### src/rtl/aao_regs.svh
// Register offsets, field positions, opcodes and reset values of the add/AND datapath
// How it works
// - Immediate add: accumulator plus byte into accumulator, carry, nibble and zero.
// - Register add: accumulator plus file byte, carry, nibble and zero updated.
// - Destination bit 0 writes accumulator, 1 writes file byte; other untouched.
// - Immediate AND: accumulator AND byte into accumulator, only zero updated and bad-op cleared.
// - Register AND: accumulator AND file byte, only zero updated and bad-op cleared.
// - File addresses 00h..7Fh, immediates 00h..FFh, destination bit 0 or 1.
`ifndef AAO_REGS_SVH
`define AAO_REGS_SVH

// ==========================================================================
// Register byte offsets
`define AAO_OFS_INSTR    8'h00
`define AAO_OFS_ACC      8'h04
`define AAO_OFS_STATUS   8'h08
`define AAO_OFS_FADDR    8'h0c
`define AAO_OFS_FDATA    8'h10

// ==========================================================================
// Status bit positions
`define AAO_ST_CARRY     0
`define AAO_ST_NIBBLE    1
`define AAO_ST_ZERO      2
`define AAO_ST_BADOP     3

// ==========================================================================
// Instruction word fields and opcode classes
`define AAO_INSTR_W      14
`define AAO_OPC_HI       13
`define AAO_OPC_LO       8
`define AAO_DEST_BIT     7
`define AAO_FADDR_W      7
`define AAO_OPC_ADD_IMM  6'h1c
`define AAO_OPC_AND_IMM  6'h1b
`define AAO_OPC_ADD_REG  6'h07
`define AAO_OPC_AND_REG  6'h05

// ==========================================================================
// Reset values
`define AAO_RST_ACC      8'h00
`define AAO_RST_FLAGS    4'h0
`define AAO_RST_FADDR    7'h00
`define AAO_RST_INSTR    14'h0000
`define AAO_RST_PRDATA   32'h0000_0000

`endif

### src/rtl/aao_pkg.sv
// Types and shared arithmetic of the add/AND datapath
`include "aao_regs.svh"

package aao_pkg;

   // ==========================================================================
   // Decoded operation, bus state and carriers
   typedef enum logic [2:0] {OP_NONE, OP_ADD_IMM, OP_AND_IMM, OP_ADD_REG, OP_AND_REG} aao_op_t;

   typedef enum logic [1:0] {ST_IDLE, ST_WORK, ST_DONE} aao_state_t;

   // Bit order matches the status register layout
   typedef struct packed {
      logic bad_op;
      logic zero;
      logic nibble;
      logic carry;
   } aao_flags_t;

   typedef struct packed {
      logic [7:0] value;
      aao_flags_t flags;
      logic       acc_we;
      logic       mem_we;
   } aao_result_t;

   // ==========================================================================
   // Opcode class decode
   function automatic aao_op_t aao_decode(input logic [`AAO_INSTR_W-1:0] instr);
      aao_op_t op;
      op = OP_NONE;
      unique case (instr[`AAO_OPC_HI:`AAO_OPC_LO])
         `AAO_OPC_ADD_IMM: op = OP_ADD_IMM;
         `AAO_OPC_AND_IMM: op = OP_AND_IMM;
         `AAO_OPC_ADD_REG: op = OP_ADD_REG;
         `AAO_OPC_AND_REG: op = OP_AND_REG;
         default:          op = OP_NONE;
      endcase
      return op;
   endfunction

   // ==========================================================================
   // One instruction: result value, flags and where it goes
   function automatic aao_result_t aao_exec(input aao_op_t    op,
                                            input logic [7:0] acc,
                                            input logic [7:0] operand,
                                            input logic       dest,
                                            input aao_flags_t flags);
      aao_result_t r;
      logic [8:0]  sum;
      logic [4:0]  low;
      sum     = {1'b0, acc} + {1'b0, operand};
      low     = {1'b0, acc[3:0]} + {1'b0, operand[3:0]};
      r.value = 8'h00;
      r.flags = flags;
      r.acc_we = 1'b0;
      r.mem_we = 1'b0;
      r.flags.bad_op = 1'b0;
      unique case (op)
         OP_ADD_IMM, OP_ADD_REG: begin
            r.value        = sum[7:0];
            r.flags.carry  = sum[8];
            r.flags.nibble = low[4];
         end
         OP_AND_IMM, OP_AND_REG: begin
            r.value = acc & operand;
         end
         OP_NONE: begin
            r.flags.bad_op = 1'b1;
         end
      endcase
      if (op != OP_NONE) begin
         r.flags.zero = (r.value == 8'h00);
      end
      // Immediate forms always land in the accumulator
      r.acc_we = (op == OP_ADD_IMM) || (op == OP_AND_IMM) ||
                 (((op == OP_ADD_REG) || (op == OP_AND_REG)) && !dest);
      r.mem_we = ((op == OP_ADD_REG) || (op == OP_AND_REG)) && dest;
      return r;
   endfunction

endpackage

### src/rtl/aao_file_mem.sv
// Register file of 128 bytes with registered read data
`timescale 1ns/100ps
`include "aao_regs.svh"

module aao_file_mem
   import aao_pkg::*;
(
   input  wire logic                    ref_clk,  // Core clock
   input  wire logic                    we,       // Write strobe
   input  wire logic [`AAO_FADDR_W-1:0] waddr,    // Write address
   input  wire logic [7:0]              wdata,    // Write byte
   input  wire logic                    re,       // Read strobe
   input  wire logic [`AAO_FADDR_W-1:0] raddr,    // Read address
   output logic      [7:0]              rdata     // Read byte, held between reads
);

   logic [7:0] mem_q [0:(1<<`AAO_FADDR_W)-1];
   logic [7:0] rdata_d;

   // ==========================================================================
   // Next read data; holds when no read so the operand stays stable
   always_comb begin
      rdata_d = rdata;
      if (re) begin
         rdata_d = mem_q[raddr];
      end
   end

   // No reset on the array: contents are undefined until software writes them
   always_ff @(posedge ref_clk) begin
      if (we) begin
         mem_q[waddr] <= wdata;
      end
      rdata <= rdata_d;
   end

endmodule

### src/rtl/aao_core.sv
// Add/AND execution datapath with APB register access
`timescale 1ns/100ps
`include "aao_regs.svh"

module aao_core
   import aao_pkg::*;
(
   input  wire logic        ref_clk,  // Core clock, 125 MHz
   input  wire logic        rst,      // Synchronous reset, active high
   input  wire logic        psel,     // APB select
   input  wire logic        penable,  // APB access phase
   input  wire logic        pwrite,   // APB direction, high for write
   input  wire logic [7:0]  paddr,    // APB byte address
   input  wire logic [31:0] pwdata,   // APB write data
   output logic      [31:0] prdata,   // APB read data, registered
   output logic             pready,   // APB ready
   output logic             pslverr   // APB error on unmapped address
);

   // ==========================================================================
   // State
   aao_state_t                state_q, state_d;
   logic [7:0]                acc_q, acc_d;
   aao_flags_t                flags_q, flags_d;
   logic [`AAO_FADDR_W-1:0]   faddr_q, faddr_d;
   logic [`AAO_INSTR_W-1:0]   instr_q, instr_d;
   logic [31:0]               prdata_q, prdata_d;

   // ==========================================================================
   // Datapath wires
   logic                      access;
   logic                      mapped;
   logic                      is_instr;
   logic [`AAO_INSTR_W-1:0]   new_instr;
   aao_op_t                   op;
   logic [7:0]                operand;
   logic [7:0]                mem_rdata;
   aao_result_t               res;
   logic                      mem_re;
   logic [`AAO_FADDR_W-1:0]   mem_raddr;
   logic                      mem_we;
   logic [`AAO_FADDR_W-1:0]   mem_waddr;
   logic [7:0]                mem_wdata;

   // ==========================================================================
   // Address decode, shared by the error answer and the commit
   function automatic logic aao_is_mapped(input logic [7:0] a);
      return (a == `AAO_OFS_INSTR) || (a == `AAO_OFS_ACC) || (a == `AAO_OFS_STATUS) ||
             (a == `AAO_OFS_FADDR) || (a == `AAO_OFS_FDATA);
   endfunction

   assign access    = psel && penable;
   assign mapped    = aao_is_mapped(paddr);
   assign is_instr  = (paddr == `AAO_OFS_INSTR);
   assign new_instr = pwdata[`AAO_INSTR_W-1:0];

   // ==========================================================================
   // Instruction decode and execution
   // Only the low 14 bits count; upper write data bits are ignored
   assign op = aao_decode(new_instr);
   // Immediate takes the full byte, file form takes the byte fetched at the low 7 bits
   assign operand = ((op == OP_ADD_IMM) || (op == OP_AND_IMM)) ?
                    new_instr[7:0] : mem_rdata;
   assign res = aao_exec(op, acc_q, operand, new_instr[`AAO_DEST_BIT], flags_q);

   // ==========================================================================
   // File fetch: issued in the first access cycle so the byte is ready for the commit
   assign mem_re    = (state_q == ST_IDLE) && access;
   assign mem_raddr = is_instr ? new_instr[`AAO_FADDR_W-1:0] : faddr_q;

   // ==========================================================================
   // Bus handshake: two wait states on every access
   assign pready  = (state_q == ST_DONE);
   assign pslverr = (state_q == ST_DONE) && !mapped;
   assign prdata  = prdata_q;

   // ==========================================================================
   // Next state of the bus sequencer and the architectural registers
   always_comb begin
      state_d   = state_q;
      acc_d     = acc_q;
      flags_d   = flags_q;
      faddr_d   = faddr_q;
      instr_d   = instr_q;
      prdata_d  = prdata_q;
      mem_we    = 1'b0;
      mem_waddr = faddr_q;
      mem_wdata = pwdata[7:0];
      unique case (state_q)
         ST_IDLE: begin
            if (access) begin
               state_d = ST_WORK;
            end
         end
         ST_WORK: begin
            // Read data is captured a cycle early so it leaves a flip-flop
            prdata_d = 32'h0000_0000;
            if (!pwrite) begin
               unique case (paddr)
                  `AAO_OFS_INSTR:  prdata_d = {18'h0_0000, instr_q};
                  `AAO_OFS_ACC:    prdata_d = {24'h00_0000, acc_q};
                  `AAO_OFS_STATUS: prdata_d = {28'h000_0000, flags_q};
                  `AAO_OFS_FADDR:  prdata_d = {25'h000_0000, faddr_q};
                  `AAO_OFS_FDATA:  prdata_d = {24'h00_0000, mem_rdata};
                  default:         prdata_d = 32'h0000_0000;
               endcase
            end
            state_d = ST_DONE;
         end
         ST_DONE: begin
            state_d = ST_IDLE;
            // Writes take effect only at the ready edge
            if (pwrite && mapped) begin
               unique case (paddr)
                  `AAO_OFS_INSTR: begin
                     instr_d = new_instr;
                     flags_d = res.flags;
                     if (res.acc_we) begin
                        acc_d = res.value;
                     end
                     if (res.mem_we) begin
                        mem_we    = 1'b1;
                        mem_waddr = new_instr[`AAO_FADDR_W-1:0];
                        mem_wdata = res.value;
                     end
                  end
                  `AAO_OFS_ACC:    acc_d   = pwdata[7:0];
                  `AAO_OFS_STATUS: flags_d = pwdata[3:0];
                  `AAO_OFS_FADDR:  faddr_d = pwdata[`AAO_FADDR_W-1:0];
                  `AAO_OFS_FDATA:  mem_we  = 1'b1;
                  default:         mem_we  = 1'b0;
               endcase
            end
         end
      endcase
   end

   // ==========================================================================
   // Registers
   always_ff @(posedge ref_clk) begin
      if (rst) begin
         state_q  <= ST_IDLE;
         acc_q    <= `AAO_RST_ACC;
         flags_q  <= `AAO_RST_FLAGS;
         faddr_q  <= `AAO_RST_FADDR;
         instr_q  <= `AAO_RST_INSTR;
         prdata_q <= `AAO_RST_PRDATA;
      end else begin
         state_q  <= state_d;
         acc_q    <= acc_d;
         flags_q  <= flags_d;
         faddr_q  <= faddr_d;
         instr_q  <= instr_d;
         prdata_q <= prdata_d;
      end
   end

   // ==========================================================================
   // Register file
   aao_file_mem u_file (
      .ref_clk (ref_clk),
      .we      (mem_we),
      .waddr   (mem_waddr),
      .wdata   (mem_wdata),
      .re      (mem_re),
      .raddr   (mem_raddr),
      .rdata   (mem_rdata)
   );

endmodule

### config.mk
export PLATFORM = sky130hd
export DESIGN_NAME = aao_core
export DESIGN_NICKNAME = d
export VERILOG_FILES = /design/src/rtl/aao_pkg.sv /design/src/rtl/aao_file_mem.sv /design/src/rtl/aao_core.sv
export VERILOG_INCLUDE_DIRS = /design/src /design/src/rtl
export SDC_FILE = /design/constraint.sdc
export NUM_CORES = 2
export LEC_CHECK = 0
export ABC_AREA = 1
export BUFFER_PORTS_ARGS = -buffer_cell sky130_fd_sc_hd__buf_2
export CAP_MARGIN = 20
export CORE_MARGIN = 2
export CORE_UTILIZATION = 30
export CTS_CLUSTER_SIZE = 8
export DETAILED_ROUTE_END_ITERATION = 10
export GPL_TIMING_DRIVEN = 0
export SETUP_SLACK_MARGIN = 0.5
export SYNTH_ARGS = -nofsm -noshare
export SYNTH_HDL_FRONTEND = slang
export SYNTH_HIERARCHICAL = 1
export SYNTH_SLANG_ARGS = --single-unit
### constraint.sdc
create_clock -name ref_clk -period 8.5 [get_ports ref_clk]
set_input_delay 0.85 -clock ref_clk [delete_from_list [all_inputs] [get_ports ref_clk]]
set_output_delay 0.85 -clock ref_clk [all_outputs]
set_load 0.05 [all_outputs]
==> results.cfg <==
[placed_design]
dp_hpwl_um = 106000
gp_congestion = 0.968
numPortBuffers = 42
post-place-cells = 6241

[synth]
ys_types = 39
async_flop_share = 0
ys.flop_type = edfxtp_1
netlist_area_sq_um = 45600
synth_seq_cells = 1081
yosys_warnings = 6
synth_area_leader_cell = edfxtp_1
synthTopCellsByArea = edfxtp_1 68%, nand2_1 11%, nand3_1 11%
ys_seq_area_frac = 0.701
syn_area_per_cell_sq_um = 11.1
synth_top_area_share = 0.680
syn_inst = 4113
synth_edf_count = 1032

[worst_hold_path]
holdPathStages = 2
min_from = rst
min_to = instr_q[8]$_SDFFE_PP0P_
hp-class = input port to flip-flop

[pwr]
total_power_w = 0.0116
cellPowerDensity_nw_per_um2 = 217
peakVddDrop_uv = 230
p_leak_nw = 19.1

[route]
first_iter_violations = 4858
via_per_inst = 5.13
ant_nets = 0
detailedRoute.firstPassIterationCount = 6
via_count = 33000
routedWlPerCell_um = 23.2
drc = 0
wl_um = 149000

[cts]
cts_hold_buf = 0
clk_path_buf_depth = 3
root_buffer = clkbuf_16
clk-insertion-delay-late_ps = 780
cts_buffers = 153
ctsResizeCount = 0
clock-sinks = 1081
clk_pin_slew_ps = 60
h-tree-depth = 4
cts.repair_timing.setup_buffer_count = 0
tritoncts = done

[cells_and_area]
nets = 4432
layout_common_cells = 1345 x nand2_1, 1032 x edfxtp_1, 958 x nand3_1
final_common_cell = nand2_1
insertedDiodeCount = 0
drive_gt1_frac = 0.113
final_cell_count_no_fill = 6434
area_growth_pct = 17.4
fillerInstances = 14900

[timing]
drv_slew = 0
maxSlewHeadroom = 0.135
period_share = 0.559
hold_viol_final = 0
fin_crit_ps = 4750
fin_skew_ps = 35.3
holdWs_ps = 341
max_freq_mhz = 211
tightest_slew_ps = 1300
grt_setup_unrepaired = false
setup_viol = 0

[worst_setup_path]
r2r_end = u_file/mem_q[21][2]$_DFFE_PP_
end_kind = flip-flop
rr_startpoint = state_q[0]$_SDFFE_PP0P_
startpoint_type = input port
critPathKind = input port to flip-flop
r2r_cells = 14
worst-endpoint-arrival_ps = 5110
worst-path-max-fanout = 10
r2r_slack_ps = 3810
cp_data_required_time_ps = 8860

[global_route]
grt_pass1_wl_um = 213000
grt_remaining_overflow = 0
antenna_found_initial = 3
grt_pass1_vias = 30900
grt_max_degree = 85
grt_use_total = 0.188

[floorplan]
ios = 79
initial_core_util = 0.301
design.die.area_sq_um = 155000
core_area_sq_um = 151000
die_w_um = 394
fp-row-count = 143
die_y_um = 394

[run]
maxCapViolations = 0

[run_status]
status = finished, final reports clean
## sequential cells by signal (all words and copies together), names as in the netlist
register,flops
u_file/mem_q,1024
instr_q,14
prdata,14
acc_q,8
u_file/rdata,8
faddr_q,7
flags_q,4
state_q,2
## synth_stat cells, types with 2 or more instances
cell type	n
inv_2	7
inv_1	100
buf_6	23
ha_1	12
nand3b_1	2
clkbuf_1	41
a211oi_1	6
buf_4	59
edfxtp_1	1032
nand3_1	958
nor2_8	2
o221ai_1	4
nor2_1	170
nand4_1	4
o21ai_0	52
o21ai_1	17
nand2_2	5
o22ai_1	3
dfxtp_1	49
buf_1	15
buf_2	126
nor3_1	13
nor2_4	2
nand2_1	1345
a21oi_1	52
## per-stage QoR
step	area (sq um)	utilization	setup slack [ps]	TNS [ps]
finish	53500	0.354	3750	0
global route	53500	0.354	3640	0
CTS	53400	0.353	3860	0
detailed placement	49300	0.325	3060	0
global placement	48400	0.320	-3570	-2690190
floorplan	45700	-	2740	0
## worst max-delay path by stage
stage | start | endpoint | slack, ps | cells after the start
floorplan | pwdata[12] | u_file/mem_q[0][6]$_DFFE_PP_ | 2740 | 17
global placement | paddr[2] | u_file/mem_q[23][2]$_DFFE_PP_ | -3570 | 12
detailed placement | paddr[5] | u_file/mem_q[106][2]$_DFFE_PP_ | 3060 | 18
CTS | paddr[5] | u_file/mem_q[106][2]$_DFFE_PP_ | 3860 | 18
global route | paddr[5] | u_file/mem_q[127][2]$_DFFE_PP_ | 3640 | 18
finish | paddr[5] | u_file/mem_q[21][2]$_DFFE_PP_ | 3750 | 18
## layer usage
metal / GRT usage / wire length [um] / vias up
met3: 0.0391 / 15700 / 300
met4: 0.0807 / 6010 / 0
li1: - / - / 14800
met1: 0.245 / 58200 / 16100
met2: 0.301 / 69600 / 1836
met5: 0 / 0 / -
## report_power, final
group	total (W)	leakage [nW]	internal (W)	switching, W
logic	0.000300	7.43	0.0000751	0.000225
registers	0.00585	9.67	0.00585	0.00000373
clock network	0.00544	2.03	0.00325	0.00220
## cell families (layout without fill, tap and decap cells)
group / count (synthesis) / after routing / synth area share
other: 1 / 18 / 0.0000823
flip-flops: 1081 / 1081 / 0.701
AO/OA/AOI/OAI: 141 / 141 / 0.0169
AND/OR/NAND/NOR: 2503 / 2503 / 0.235
buffers and inverters: 373 / 647 / 0.0430
adder cells (fa/ha/maj): 13 / 13 / 0.00373
XOR/XNOR: 1 / 1 / 0.000192
## cell type report
| type | count | area, sq um | share of cell area |
|---|---|---|---|
| plain buffers | 264 | 1540 | 0.0288 |
| clock inverters | 13 | 210 | 0.00393 |
| inverters | 109 | 419 | 0.00783 |
| clock buffers | 172 | 3950 | 0.0739 |
| well taps | 2030 | 2540 | 0.0475 |
| repair buffers | 89 | 1080 | 0.0201 |
| multi-input cells | 2676 | 11800 | 0.221 |
| flip-flops and latches | 1081 | 32000 | 0.597 |
## worst max-delay path: stages
cell and delay (ps):
buf_2 90, nor2_1 170, nand3_1 180, inv_2 150, nand2_1 70, nand2_2 100, inv_2 70, nor2_8 150
nand3_4 120, nor2_8 180, buf_6 200, nand2_1 60, o21ai_1 330, inv_1 200, nor3_1 260, nand2_1 270
clkbuf_1 570, nor2_1 1060
Note: power is estimated with default switching activity, not from simulation.
